File: src/logic/sqw_defines.svh
// register offsets, field positions, reset values and counts of the
// source-queue weight and soft error register group
// assumes byte addressing of 32-bit registers over a 12-bit offset
`ifndef SQW_DEFINES_SVH
`define SQW_DEFINES_SVH

// register byte offsets
`define SQW_OFS_THRESH       12'hf10
`define SQW_OFS_WEIGHT       12'hf14
`define SQW_OFS_CNT_FIRST    12'hf18
`define SQW_OFS_CNT_SECOND   12'hf1c
`define SQW_OFS_CNT_RETRY    12'hf2c
`define SQW_OFS_INJECT       12'hf30

// egress threshold fields
`define SQW_THR_LO_LSB       0
`define SQW_THR_HI_LSB       16
`define SQW_THR_W            8
`define SQW_THR_RST_UP       8'hff
`define SQW_THR_RST_DN       8'h00
`define SQW_THR_WMASK        32'h00ff00ff

// source queue weights
`define SQW_NUM_SRC          8
`define SQW_WGT_W            3
`define SQW_WGT_STRIDE       4
`define SQW_WGT_RST          3'h0
`define SQW_WGT_WMASK        32'h77777777

// soft error counters
`define SQW_NUM_CNT          8
`define SQW_CNT_W            8
`define SQW_CNT_RST          8'h00
`define SQW_CNT_MAX          8'hff
`define SQW_CNT_RETRY_LSB    16

// soft error injection
`define SQW_NUM_MEM          4
`define SQW_INJ_STRIDE       3
`define SQW_INJ_ONE          0
`define SQW_INJ_TWO          1
`define SQW_INJ_FIELD        2
`define SQW_INJ_W            12
`define SQW_INJ_RST          12'h000
`define SQW_INJ_WMASK        32'h00000fff

// port holding the counters and injection control
`define SQW_COMMON_PORT      0

`endif

File: src/logic/sqw_pkg.sv
// types shared by the source-queue weight and soft error register group
// assumes sqw_defines.svh is on the include path
`include "sqw_defines.svh"

package sqw_pkg;

	typedef logic [`SQW_WGT_W-1:0] sqw_weight_type;
	typedef sqw_weight_type [`SQW_NUM_SRC-1:0] sqw_weight_arr_type;
	typedef logic [`SQW_CNT_W-1:0] sqw_count_type;
	typedef logic [`SQW_THR_W-1:0] sqw_thresh_type;
	typedef logic [`SQW_INJ_W-1:0] sqw_inject_type;
	typedef logic [11:0] sqw_addr_type;

	typedef enum logic {
		SQW_SCHED_IDLE,
		SQW_SCHED_BURST
	} sqw_sched_state_type;

endpackage

File: src/logic/sqw_cfg_if.sv
// carries the register-held settings from the register bank to the
// weighted source scheduler and to the error injection sequencer
// assumes all parties run on the same core clock
`timescale 1ns/1ps

interface sqw_cfg_if;
	import sqw_pkg::*;

	sqw_weight_arr_type weights;
	sqw_inject_type     inject;

	modport regs_mp  (output weights, output inject);
	modport sched_mp (input weights);
	modport inj_mp   (input inject);
endinterface

File: src/logic/sqw_weight_sched.sv
// weighted back-to-back scheduler among the source queues feeding one
// downstream port
// assumes tlp_done_i pulses once per TLP issued by the granted queue
`timescale 1ns/1ps
`include "sqw_defines.svh"

module sqw_weight_sched (
	// clock and reset
	input  wire logic                   clk_i,
	input  wire logic                   sys_rst_i,
	// settings
	sqw_cfg_if.sched_mp                 cfg,
	// source queues
	input  wire logic [`SQW_NUM_SRC-1:0] src_req_i,
	input  wire logic [2:0]             dest_port_i,
	input  wire logic                   tlp_done_i,
	// grant
	output logic [`SQW_NUM_SRC-1:0]     grant_o
);
	import sqw_pkg::*;

	sqw_sched_state_type  state_q, state_d;
	logic [2:0]           owner_q, owner_d;
	sqw_weight_type       cnt_q, cnt_d;
	logic [`SQW_NUM_SRC-1:0] eligible, owner_hot;
	logic                 others_wait, quota_done;
	logic [2:0]           next_owner;

	// round-robin pick starting after the previous owner
	function automatic logic [2:0] rr_next(input logic [2:0] last,
		input logic [`SQW_NUM_SRC-1:0] req);
		logic [2:0] idx;
		logic       found;
		rr_next = last;
		found = 1'b0;
		for (int i = 1; i <= `SQW_NUM_SRC; i++) begin
			idx = 3'(last + 3'(i));
			if (!found && req[idx]) begin
				rr_next = idx;
				found = 1'b1;
			end
		end
	endfunction

	// a port never sends to itself, so its own slot never competes
	assign eligible    = src_req_i & ~(`SQW_NUM_SRC'(1) << dest_port_i);
	assign owner_hot   = `SQW_NUM_SRC'(1) << owner_q;
	assign others_wait = |(eligible & ~owner_hot);
	assign quota_done  = cnt_q >= cfg.weights[owner_q];
	assign next_owner  = rr_next(owner_q, eligible);
	assign grant_o     = (state_q == SQW_SCHED_BURST) ?
		(owner_hot & eligible) : '0;

	always_comb begin
		state_d = state_q;
		owner_d = owner_q;
		cnt_d   = cnt_q;
		unique case (state_q)
			SQW_SCHED_IDLE: begin
				if (|eligible) begin
					owner_d = next_owner;
					cnt_d   = `SQW_WGT_RST;
					state_d = SQW_SCHED_BURST;
				end
			end
			SQW_SCHED_BURST: begin
				if (!eligible[owner_q]) begin
					state_d = SQW_SCHED_IDLE;
				end else if (tlp_done_i) begin
					// a spent quota ends the burst only when someone else is waiting
					if (quota_done && others_wait) begin
						state_d = SQW_SCHED_IDLE;
					end else if (!quota_done) begin
						cnt_d = cnt_q + 3'h1;
					end
				end
			end
		endcase
	end

	always_ff @(posedge clk_i) begin
		if (sys_rst_i) begin
			state_q <= SQW_SCHED_IDLE;
			owner_q <= 3'h0;
			cnt_q   <= `SQW_WGT_RST;
		end else begin
			state_q <= state_d;
			owner_q <= owner_d;
			cnt_q   <= cnt_d;
		end
	end
endmodule

File: src/logic/sqw_err_inject.sv
// turns each change of an injection toggle bit into one error request
// assumes the memories act on a one-cycle request pulse
`timescale 1ns/1ps
`include "sqw_defines.svh"

module sqw_err_inject (
	// clock and reset
	input  wire logic                   clk_i,
	input  wire logic                   sys_rst_i,
	// settings
	sqw_cfg_if.inj_mp                   cfg,
	// requests to the memories
	output logic [`SQW_NUM_MEM-1:0]     inj_single_o,
	output logic [`SQW_NUM_MEM-1:0]     inj_double_o,
	output logic [`SQW_NUM_MEM-1:0]     inj_data_o
);
	import sqw_pkg::*;

	sqw_inject_type prev_q;

	// prev tracks the register so a toggle fires exactly once
	always_ff @(posedge clk_i) begin
		if (sys_rst_i) begin
			prev_q <= `SQW_INJ_RST;
		end else begin
			prev_q <= cfg.inject;
		end
	end

	for (genvar m = 0; m < `SQW_NUM_MEM; m++) begin : g_mem
		localparam int B = m * `SQW_INJ_STRIDE;
		always_ff @(posedge clk_i) begin
			if (sys_rst_i) begin
				inj_single_o[m] <= 1'b0;
				inj_double_o[m] <= 1'b0;
				inj_data_o[m]   <= 1'b0;
			end else begin
				inj_single_o[m] <= cfg.inject[B + `SQW_INJ_ONE] ^
					prev_q[B + `SQW_INJ_ONE];
				inj_double_o[m] <= cfg.inject[B + `SQW_INJ_TWO] ^
					prev_q[B + `SQW_INJ_TWO];
				inj_data_o[m]   <= cfg.inject[B + `SQW_INJ_FIELD];
			end
		end
	end
endmodule

File: src/logic/sqw_regs.sv
// register bank for egress thresholds, source-queue weights, soft error
// counters and soft error injection of one switch port
// assumes a single-cycle configuration access port and an eeprom
// preload port on the core clock; counter and inject events are pulses
`timescale 1ns/1ps
`include "sqw_defines.svh"

module sqw_regs #(
	parameter int PORT_NUM    = 0,
	parameter bit IS_UPSTREAM = 1'b1
) (
	// clock and reset
	input  wire logic                        clk_i,
	input  wire logic                        sys_rst_i,
	// configuration access
	input  wire logic                        cfg_wr_i,
	input  wire logic                        cfg_rd_i,
	input  wire sqw_pkg::sqw_addr_type       cfg_addr_i,
	input  wire logic [3:0]                  cfg_be_i,
	input  wire logic [31:0]                 cfg_wdata_i,
	output logic [31:0]                      cfg_rdata_o,
	output logic                             cfg_ack_o,
	// eeprom or i2c preload of sticky fields
	input  wire logic                        ee_wr_i,
	input  wire sqw_pkg::sqw_addr_type       ee_addr_i,
	input  wire logic [31:0]                 ee_data_i,
	// arbitration table load
	input  wire logic                        arb_load_i,
	input  wire sqw_pkg::sqw_weight_arr_type arb_weights_i,
	// egress scheduling
	input  wire sqw_pkg::sqw_thresh_type     egress_tlp_count_i,
	output logic                             egress_sched_en_o,
	// source queue scheduling
	input  wire logic [`SQW_NUM_SRC-1:0]     src_req_i,
	input  wire logic [2:0]                  dest_port_i,
	input  wire logic                        tlp_done_i,
	output logic [`SQW_NUM_SRC-1:0]          grant_o,
	// soft error events and injection
	input  wire logic [`SQW_NUM_CNT-1:0]     sbe_event_i,
	output logic [`SQW_NUM_MEM-1:0]          inj_single_o,
	output logic [`SQW_NUM_MEM-1:0]          inj_double_o,
	output logic [`SQW_NUM_MEM-1:0]          inj_data_o
);
	import sqw_pkg::*;

	localparam bit HAS_COMMON = (PORT_NUM == `SQW_COMMON_PORT);
	localparam sqw_thresh_type THR_RST =
		IS_UPSTREAM ? `SQW_THR_RST_UP : `SQW_THR_RST_DN;

	sqw_cfg_if cfg_bus ();

	// register state
	sqw_thresh_type     thr_lo_q;
	sqw_thresh_type     thr_hi_q;
	sqw_weight_arr_type weight_q;
	sqw_inject_type     inject_q;
	sqw_count_type      cnt_q [`SQW_NUM_CNT];
	logic               sched_en_q;

	// merged write path: configuration access has priority over preload
	logic               wr_en;
	sqw_addr_type       wr_addr;
	logic [3:0]         wr_be;
	logic [31:0]        wr_data;
	logic [31:0]        thr_word;
	logic [31:0]        weight_word;
	logic [31:0]        inject_word;
	logic [31:0]        thr_next;
	logic [31:0]        weight_next;
	logic [31:0]        inject_next;
	logic [31:0]        cnt_first_word;
	logic [31:0]        cnt_second_word;
	logic [31:0]        cnt_retry_word;
	logic [31:0]        rd_word;
	logic               wr_thr;
	logic               wr_weight;
	logic               wr_inject;
	logic               thr_hit_hi;
	logic               thr_below_lo;
	logic               sched_stop;
	logic               sched_resume;
	// read-side register selects
	logic               sel_thr;
	logic               sel_weight;
	logic               sel_cnt_first;
	logic               sel_cnt_second;
	logic               sel_cnt_retry;
	logic               sel_inject;

	// address match on the word, used for writes and reads alike
	function automatic logic hit(input sqw_addr_type a,
		input sqw_addr_type ofs);
		hit = (a[11:2] == ofs[11:2]);
	endfunction

	// byte-lane merge limited to the writable bits of a register
	function automatic logic [31:0] merge(input logic [31:0] old,
		input logic [31:0] nw, input logic [3:0] be,
		input logic [31:0] wmask);
		logic [31:0] lane;
		lane = {{8{be[3]}}, {8{be[2]}}, {8{be[1]}}, {8{be[0]}}};
		merge = (old & ~(lane & wmask)) | (nw & lane & wmask);
	endfunction

	// preload carries whole words only, so its lanes are all enabled
	assign wr_en   = cfg_wr_i | ee_wr_i;
	assign wr_addr = cfg_wr_i ? cfg_addr_i : ee_addr_i;
	assign wr_be   = cfg_wr_i ? cfg_be_i : 4'hf;
	assign wr_data = cfg_wr_i ? cfg_wdata_i : ee_data_i;

	// reserved downstream threshold bits stay zero
	assign wr_thr    = wr_en && IS_UPSTREAM &&
		hit(wr_addr, `SQW_OFS_THRESH);
	assign wr_weight = wr_en && hit(wr_addr, `SQW_OFS_WEIGHT);
	assign wr_inject = wr_en && HAS_COMMON &&
		hit(wr_addr, `SQW_OFS_INJECT);

	// packed views of the registers
	always_comb begin
		thr_word = '0;
		thr_word[`SQW_THR_LO_LSB +: `SQW_THR_W] = thr_lo_q;
		thr_word[`SQW_THR_HI_LSB +: `SQW_THR_W] = thr_hi_q;
		weight_word = '0;
		for (int i = 0; i < `SQW_NUM_SRC; i++) begin
			weight_word[i*`SQW_WGT_STRIDE +: `SQW_WGT_W] = weight_q[i];
		end
	end

	assign inject_word = {{(32-`SQW_INJ_W){1'b0}}, inject_q};
	assign thr_next    = merge(thr_word, wr_data, wr_be, `SQW_THR_WMASK);
	assign weight_next = merge(weight_word, wr_data, wr_be,
		`SQW_WGT_WMASK);
	assign inject_next = merge(inject_word, wr_data, wr_be,
		`SQW_INJ_WMASK);

	// threshold register, upstream only
	always_ff @(posedge clk_i) begin
		if (sys_rst_i) begin
			thr_lo_q <= THR_RST;
			thr_hi_q <= THR_RST;
		end else if (wr_thr) begin
			thr_lo_q <= thr_next[`SQW_THR_LO_LSB +: `SQW_THR_W];
			thr_hi_q <= thr_next[`SQW_THR_HI_LSB +: `SQW_THR_W];
		end
	end

	// weights: a table load overrides a same-cycle register write
	always_ff @(posedge clk_i) begin
		if (sys_rst_i) begin
			weight_q <= '{default: `SQW_WGT_RST};
		end else if (arb_load_i) begin
			weight_q <= arb_weights_i;
		end else if (wr_weight) begin
			for (int i = 0; i < `SQW_NUM_SRC; i++) begin
				weight_q[i] <=
					weight_next[i*`SQW_WGT_STRIDE +: `SQW_WGT_W];
			end
		end
	end

	// injection control; on other ports it stays zero so no toggle fires
	always_ff @(posedge clk_i) begin
		if (sys_rst_i) begin
			inject_q <= `SQW_INJ_RST;
		end else if (wr_inject) begin
			inject_q <= inject_next[`SQW_INJ_W-1:0];
		end
	end

	// egress hysteresis: off at or above upper, back on below lower
	assign thr_hit_hi   = egress_tlp_count_i >= thr_hi_q;
	assign thr_below_lo = egress_tlp_count_i < thr_lo_q;

	// downstream thresholds are reserved, so those ports never stop
	assign sched_stop   = IS_UPSTREAM && sched_en_q && thr_hit_hi;
	assign sched_resume = IS_UPSTREAM && !sched_en_q && thr_below_lo;

	always_ff @(posedge clk_i) begin
		if (sys_rst_i) begin
			sched_en_q <= 1'b1;
		end else if (sched_stop) begin
			sched_en_q <= 1'b0;
		end else if (sched_resume) begin
			sched_en_q <= 1'b1;
		end
	end

	assign egress_sched_en_o = sched_en_q;

	// soft error counters; saturating keeps a flood from reading as few
	for (genvar c = 0; c < `SQW_NUM_CNT; c++) begin : g_cnt
		logic at_max;
		assign at_max = (cnt_q[c] == `SQW_CNT_MAX);
		always_ff @(posedge clk_i) begin
			if (sys_rst_i || !HAS_COMMON) begin
				cnt_q[c] <= `SQW_CNT_RST;
			end else if (sbe_event_i[c] && !at_max) begin
				cnt_q[c] <= cnt_q[c] + 8'h01;
			end
		end
	end

	// counter words: 0..3 first, 4..5 second, 6..7 top of retry word
	assign cnt_first_word  = {cnt_q[3], cnt_q[2], cnt_q[1], cnt_q[0]};
	assign cnt_second_word = {16'h0000, cnt_q[5], cnt_q[4]};
	assign cnt_retry_word  = {cnt_q[7], cnt_q[6],
		{`SQW_CNT_RETRY_LSB{1'b0}}};

	// read decode; unmapped or absent registers read as zero
	assign sel_thr        = hit(cfg_addr_i, `SQW_OFS_THRESH);
	assign sel_weight     = hit(cfg_addr_i, `SQW_OFS_WEIGHT);
	assign sel_cnt_first  = HAS_COMMON &&
		hit(cfg_addr_i, `SQW_OFS_CNT_FIRST);
	assign sel_cnt_second = HAS_COMMON &&
		hit(cfg_addr_i, `SQW_OFS_CNT_SECOND);
	assign sel_cnt_retry  = HAS_COMMON &&
		hit(cfg_addr_i, `SQW_OFS_CNT_RETRY);
	assign sel_inject     = HAS_COMMON &&
		hit(cfg_addr_i, `SQW_OFS_INJECT);

	// selects are one-hot, so an and-or mux needs no priority chain
	assign rd_word =
		({32{sel_thr}}        & thr_word)        |
		({32{sel_weight}}     & weight_word)     |
		({32{sel_cnt_first}}  & cnt_first_word)  |
		({32{sel_cnt_second}} & cnt_second_word) |
		({32{sel_cnt_retry}}  & cnt_retry_word)  |
		({32{sel_inject}}     & inject_word);

	// writes are answered too, so one handshake paces every configuration access; preload writes get no ack
	always_ff @(posedge clk_i) begin
		if (sys_rst_i) begin
			cfg_rdata_o <= '0;
			cfg_ack_o   <= 1'b0;
		end else begin
			cfg_ack_o <= cfg_rd_i | cfg_wr_i;
			if (cfg_rd_i) begin
				cfg_rdata_o <= rd_word;
			end
		end
	end

	assign cfg_bus.weights = weight_q;
	assign cfg_bus.inject  = inject_q;

	sqw_weight_sched u_sched (
		.clk_i       (clk_i),
		.sys_rst_i   (sys_rst_i),
		.cfg         (cfg_bus.sched_mp),
		.src_req_i   (src_req_i),
		.dest_port_i (dest_port_i),
		.tlp_done_i  (tlp_done_i),
		.grant_o     (grant_o)
	);

	sqw_err_inject u_inject (
		.clk_i        (clk_i),
		.sys_rst_i    (sys_rst_i),
		.cfg          (cfg_bus.inj_mp),
		.inj_single_o (inj_single_o),
		.inj_double_o (inj_double_o),
		.inj_data_o   (inj_data_o)
	);
endmodule

File: config.mk
export PLATFORM = sky130hd
export DESIGN_NAME = sqw_regs
export DESIGN_NICKNAME = d
export VERILOG_FILES = /design/src/logic/sqw_pkg.sv /design/src/logic/sqw_cfg_if.sv /design/src/logic/sqw_weight_sched.sv /design/src/logic/sqw_err_inject.sv /design/src/logic/sqw_regs.sv
export VERILOG_INCLUDE_DIRS = /design/src /design/src/logic
export SDC_FILE = /design/constraint.sdc
export NUM_CORES = 1
export LEC_CHECK = 0
export BUFFER_PORTS_ARGS = -buffer_cell sky130_fd_sc_hd__buf_2
export CAP_MARGIN = 5
export CELL_PAD_IN_SITES_DETAIL_PLACEMENT = 0
export CELL_PAD_IN_SITES_GLOBAL_PLACEMENT = 1
export CORE_MARGIN = 8
export CORE_UTILIZATION = 40
export CTS_CLUSTER_DIAMETER = 80
export DETAILED_ROUTE_END_ITERATION = 10
export PLACE_DENSITY_LB_ADDON = 0.12
export SLEW_MARGIN = 30
export SYNTH_ARGS = -nofsm -noshare
export SYNTH_HDL_FRONTEND = slang
export SYNTH_HIERARCHICAL = 1
export SYNTH_SLANG_ARGS = --single-unit
export TNS_END_PERCENT = 30
File: constraint.sdc
create_clock -name clk_i -period 4.2 [get_ports clk_i]
set_clock_uncertainty 0.15 [all_clocks]
set_input_delay 0.42 -clock clk_i [delete_from_list [all_inputs] [get_ports clk_i]]
set_output_delay 0.42 -clock clk_i [all_outputs]
set_load 0.1 [all_outputs]
# Word-level counts from Yosys, hierarchy flattened
# Memory sizes are Yosys's and may differ from the RTL's.
# Index checks and enable logic that the tools add are counted.
[word_totals]
n_memories = 1
out_inout_bits = 54
elab_cells = 257
in_bits = 150
mem_bits_rw = 64
ff_bits = 116
[mem_list]
columns = ["name", "depth", "width", "read_ports", "rd_clocked_by_memory_dff", "write_ports", "line", "rtl"]
rows = [
  ["cnt_q", 8, 8, 8, 0, 8, "sqw_regs.sv:57", "sqw_count_type cnt_q [`SQW_NUM_CNT];"],
]
[op_classes]
shift = 2
add_sub_neg = 16
bitwise_logic = 46
n_lt_le_gt_ge = 11
muxes = 85
n_reduce_logical = 44
n_eq_ne = 22
[op_table]
columns = ["op", "count"]
rows = [
  ["$or 32x32->32", 5],
  ["$eq 10x10->1 const B", 9],
  ["$mux 8", 9],
  ["$add 8x1->8 const B", 8],
  ["$and 32x32->32", 2],
  ["$eq 8x8->1 const B", 8],
  ["$and 31x31->31", 2],
  ["$mux 24", 2],
  ["$mux 1", 47],
  ["$mux 3", 13],
  ["$and 32x12->32", 1],
  ["$and 32x16->32", 1],
  ["$and 32x24->32", 1],
  ["$and 32x31->32", 1],
  ["$lt 3x4->1 const B", 8],
  ["$mux 31", 1],
  ["$not 31->31", 1],
  ["$or 31x31->31", 1],
  ["$and 24x24->24", 1],
  ["$and 8x8->8", 3],
  ["$bmux 1 s3", 8],
  ["$not 24->24", 1],
  ["$or 24x24->24", 1],
  ["$logic_and 1x1->1", 21],
  ["27 further kinds", 71],
]

# Depth between registers and ports, before layout
[logic_depth]
depth_word = 28
mapped_depth = 14
mapped_depth_nobuf = 11

# Cells and area by module
# Netlist, hierarchy kept.
[modules_own_cells]
columns = ["mod", "instances", "cells_per_inst", "area_each_um2", "seq_area_each_um2"]
rows = [
  ["sqw_regs", 1, 897, 8356.8, 3643.5],
  ["sqw_weight_sched", 1, 230, 1825.5, 140.1],
  ["sqw_err_inject", 1, 53, 660.6, 400.4],
]

# Least setup slack after synthesis
# No wires, ideal clock.
[synth_timing]
kind = "register to output"
start = "register u_sched.owner_q[0]"
end = "output port grant_o[4]"
t_required_ps = 3630
path_stages_with_launch = 7
setup_slack_ps = 525
n_path_buf = 2
arrival_time_ps = 3105
cell_sequence = "dfxtp_1 -> buf_2 -> buf_2 -> inv_1 -> ha_1 -> nand3_1 -> nor3_1"
[synth_via]
elab_chain_cells = 3
[synth_rtl]
columns = ["element", "line", "rtl"]
rows = [
  ["from (decl)", "sqw_weight_sched.sv:23", "logic [2:0] owner_q, owner_d;"],
  ["from (signal assigned)", "sqw_weight_sched.sv:88", "owner_q <= owner_d;"],
  ["$shl 1x3->8 (no source line)", "n/a", ""],
  ["$and 8x8->8", "sqw_weight_sched.sv:52", "(owner_hot & eligible) : '0;"],
  ["$mux 8", "sqw_weight_sched.sv:51", "assign grant_o = (state_q == SQW_SCHED_BURST) ?"],
  ["to (decl)", "sqw_regs.sv:37", "output logic [`SQW_NUM_SRC-1:0] grant_o,"],
]
# No other way between the ends.

# Worst setup path in the final report
[layout_timing]
start = "register u_sched.owner_q[0]"
end = "register u_sched.owner_q[1]"
[layout_via]
elab_chain_cells = 26
elab_cells_between_ends = 54
classes_between = "add/sub: 7; mux: 30; bitwise: 1; reduce/logical: 16"
[layout_rtl]
columns = ["element", "line", "rtl"]
rows = [
  ["$add 3x1->3", "sqw_weight_sched.sv:37", "idx = 3'(last + 3'(i));"],
  ["$bmux 1 s3", "sqw_weight_sched.sv:38", "if (!found && req[idx]) begin"],
  ["$mux 1 (implied by the code)", "sqw_weight_sched.sv:38", ""],
  ["$mux 1", "sqw_weight_sched.sv:38", ""],
  ["$logic_not 1->1", "sqw_weight_sched.sv:38", ""],
  ["$logic_and 1x1->1", "sqw_weight_sched.sv:38", ""],
  ["$mux 1", "sqw_weight_sched.sv:38", ""],
  ["$logic_not 1->1", "sqw_weight_sched.sv:38", ""],
  ["[... 10 more ...]", "n/a", ""],
  ["$mux 1", "sqw_weight_sched.sv:38", ""],
  ["$logic_not 1->1", "sqw_weight_sched.sv:38", ""],
  ["$logic_and 1x1->1", "sqw_weight_sched.sv:38", ""],
  ["$mux 1", "sqw_weight_sched.sv:38", ""],
  ["$logic_not 1->1", "sqw_weight_sched.sv:38", ""],
  ["$logic_and 1x1->1", "sqw_weight_sched.sv:38", ""],
  ["$not 1->1 (no source line)", "n/a", ""],
  ["$reduce_and 4->1 (no source line)", "n/a", ""],
]
# Parallel ways exist; a longest one is shown, timed or not. The select of a mux whose other input is x is not followed.
# A chain may end at the register's enable or synchronous reset.

==> out/summary.md <==
Initial antenna violation count: 1. During synthesis, Yosys emitted a total of 6 warnings. The cell chosen for the clock root is sky130_fd_sc_hd__clkbuf_16.

For the number of antenna-violating nets in the routed design, the log shows 0. The logs give 4 for the maximum level of the CTS H-tree and 1513 for the net count reported at finish. Fill cells in the final layout number 2635. The async set or reset register ratio after synthesis is 0%, and the count of unique library cells instantiated by Yosys is 90. The die covers 0.0326 sq mm. The worst-case headroom to the max-slew limit is 38.3%, and the effective utilization at floorplan is 40.5%. The clock period could shrink to 3.11 ns. The share of post-route cells with drive strength above 1 is 24.8%, and the share of synthesized area occupied by flip-flops and latches is 38.6%. The post-cts resize count came out at 0. Setup repair after global routing left no endpoint under its margin.

The run gives 5.20 nW as the static power due to leakage. The run gives 0.00612 sq mm as the area of the multi-input gates. Data on the critical path is required at its endpoint by 4.36 ns. For this run the aggregate overflow at the end of global routing stands at 0. Clock tree synthesis inserted a total of 17 buffers.

The area growth from synthesis to final layout is 16.3%, and the number of setup buffers added after CTS is 0. The max-slew violation count is 0. TritonCTS built the clock tree.

The logs give 20.2% for the global-route usage over all layers and 26.3 mm for the half-perimeter wire length after detailed placement. The run gives 1180 as the number of cells produced by synthesis. Routed signal wires occupy layers up through met5. The maximum clock insertion buffer count is 2, and the post-synthesis average cell area is 9.19 sq um. After clock tree synthesis, the flow added hold-fix buffers numbering 0.

For the pin with the worst max-slew slack, the measured transition is 0.922 ns. From left edge to right edge, the die measures 181 um. The first global-routing pass estimated 52.1 mm of wire. The routed design uses 2.20 mm of met3 wire. The hold violation count in the final report is 0, and the part of the total power dissipated in the clock network is 33.1%. The tools report the number of placed I/O pins as 204. The number of search-and-repair iterations in the first detailed-routing pass came out at 5. The logs give 15.1 mm for the met2 wirelength from detailed routing and 0.213 mV for the maximum VDD drop. The power per unit of standard cell area works out to 414 mW/mm^2. Of the total power, the share spent switching nets is 36.1%. Sequential cells account for 37.4% of the total power.

The share of total power dissipated in combinational logic is 29.5%. When the netlist entered floorplanning its net count stood at 1365. The tool flagged a number of max-cap violations equal to 0. The count of inserted antenna diode cells came out at 0.

The tools report the number of DRC markers after the initial detailed-route iteration as 680. The area inside the core boundary came out at 0.0268 sq mm. STA classifies the critical path endpoint as a flop. The number of enable flip-flop cells after synthesis was 64; the routability congestion estimate from global placement was 0.843. Setup violations remaining at the end of the flow were counted as 0. In the final routing, the length of wire on met1 measures 16.4 mm. The worst endpoint data arrival time was 3.27 ns. In this run the worst path has a maximum fanout of 7. Clock-pin slew was measured on the worst setup and hold paths at 0.08 ns.

The worst min-delay path class was in2reg. Buffers placed on the I/O ports in this run total 193. The synthesized cell area was 0.0108 sq mm. For the worst-skew pair, the clock arrives at the later sink with an insertion delay of 0.44 ns.

Registers take 0.00418 sq mm. The register bit total from synthesis works out to 177. The average routed wire per standard cell was 20.2 um; the final routed DRC violation total was 0. The worst setup path is launched from a flop.

The run gives 60 as the cell row count. The routed layout has 9288 vias. The total negative slack was 0 ns; the part of the cycle the worst path needs was 74.1%.

The tools report the total internal power as 3.34 mW. The number of global-route vias before repair was 8956. Dividing the detail-routed via count by the number of cells gives 5.52. The fmax was 321 MHz. The critical path is of the reg2reg type. Entering global routing, the biggest net connects 67 pins. The net switching power figure is 1.89 mW. Final wirelength: 34.0 mm. In the synthesized netlist the dominant register cell turns out to be sky130_fd_sc_hd__dfxtp_1.

At the end of the flow the core is filled with cells to 47.1%. Counting every sink on the clock net gives 177. The die is 181 um tall. The flow ran to the end, and the final reports show no timing, DRC or antenna violations.
-- through the flow --
stage | cells | setup WS, ns | total power [mW] | hold WS (ns) | cell area, sq um
final | 1682 | 1.09 | 5.23 | 0.0198 | 12600
after global routing | 1682 | 0.888 | 5.48 | 0.0256 | 12600
after CTS | 1682 | 1.10 | 5.25 | 0.00704 | 12600
after detailed placement | 1650 | 1.05 | 3.52 | 0.302 | 12000
after global placement | 1650 | 1.06 | 3.52 | 0.296 | 12000
after floorplan | 1180 | 0.525 | 3.15 | 0.285 | 10800
-- synthesized netlist by cell type (21+ instances only) --
cell / instances / area, sq um
sky130_fd_sc_hd__nor2_1: 165 / 619
sky130_fd_sc_hd__nand2_1: 114 / 428
sky130_fd_sc_hd__dfxtp_1: 113 / 2260
sky130_fd_sc_hd__edfxtp_1: 64 / 1920
sky130_fd_sc_hd__nand3_1: 56 / 280
sky130_fd_sc_hd__clkbuf_1: 43 / 161
sky130_fd_sc_hd__inv_1: 36 / 135
sky130_fd_sc_hd__ha_1: 35 / 438
sky130_fd_sc_hd__mux2i_1: 34 / 340
sky130_fd_sc_hd__a21oi_1: 32 / 160
sky130_fd_sc_hd__xnor2_1: 32 / 280
sky130_fd_sc_hd__xor2_1: 26 / 228
sky130_fd_sc_hd__mux2_2: 25 / 282
sky130_fd_sc_hd__nand2b_1: 24 / 150
sky130_fd_sc_hd__o21ai_0: 23 / 115
sky130_fd_sc_hd__a211o_1: 21 / 184
-- power groups by stage --
stage	logic (mW)	registers, mW	clock network, mW
after global placement	1.53	1.99	0
after floorplan	1.10	2.05	0
after detailed placement	1.53	1.99	0
after global routing	1.68	1.97	1.83
final	1.54	1.95	1.73
after CTS	1.54	1.95	1.76
-- area by class of cell --
cell class	instances	share of cell area, %
Clock buffer	18	3.57
Clock inverter	14	1.55
Inverter	37	1.10
Multi-Input combinational cell	887	48.6
Sequential cell	177	33.2
Tap cell	341	3.38
Timing Repair Buffer	208	8.67
-- cells in the final DEF, fill, tap and decap left out, types with 24 or more instances in the layout --
cell type	n
sky130_fd_sc_hd__ha_1	35
sky130_fd_sc_hd__nand2_1	114
sky130_fd_sc_hd__buf_2	192
sky130_fd_sc_hd__inv_1	36
sky130_fd_sc_hd__nor2_1	164
sky130_fd_sc_hd__xnor2_1	32
sky130_fd_sc_hd__a21oi_1	32
sky130_fd_sc_hd__dfxtp_1	113
sky130_fd_sc_hd__xor2_1	26
sky130_fd_sc_hd__edfxtp_1	64
sky130_fd_sc_hd__mux2_2	25
sky130_fd_sc_hd__nand3_1	56
sky130_fd_sc_hd__mux2i_1	34
sky130_fd_sc_hd__nand2b_1	24
-- worst paths after layout --
path                   endpoint                from  slack [ns]  cells past startpoint
max          u_sched/owner_q[1]  u_sched/owner_q[0]        1.09                      9
min                        flop   arb_weights_i[21]        0.02                      3
max reg2reg  u_sched/owner_q[1]  u_sched/owner_q[0]        1.09                      9
min reg2reg     cfg_rdata_o[31]     cfg_rdata_o[31]        0.32                      2
-- layer usage --
metal / vias to the layer above / GRT usage (%)
li1: 4577 / -
met1: 4404 / 28.3
met2: 282 / 31.7
met3: 23 / 4.33
met4: 2 / 3.94
met5: - / 0
-- worst max-delay path, cell delays in order, from the launching register on --
cell	delay, ns
sky130_fd_sc_hd__dfxtp_1	0.33
sky130_fd_sc_hd__inv_1	0.15
sky130_fd_sc_hd__ha_1	0.26
sky130_fd_sc_hd__xnor2_1	0.56
sky130_fd_sc_hd__mux4_2	0.38
sky130_fd_sc_hd__and4_1	0.36
sky130_fd_sc_hd__nand2b_1	0.11
sky130_fd_sc_hd__o311a_1	0.29
sky130_fd_sc_hd__a311oi_1	0.27
sky130_fd_sc_hd__a211oi_1	0.13
-- cells by family (layout without fill, tap and decap cells) --
family | Yosys count | after routing | share of synthesized area (%)
AOI/OAI and AO/OA | 243 | 243 | 16.7
muxes | 73 | 73 | 8.44
adders and majority gates | 35 | 35 | 4.04
xor gates and xnor gates | 58 | 58 | 4.69
DFF | 177 | 177 | 38.6
and+or+nand+nor | 478 | 478 | 22.6
buffers and inverters | 116 | 277 | 4.95
Power figures use the tool's default switching activity.
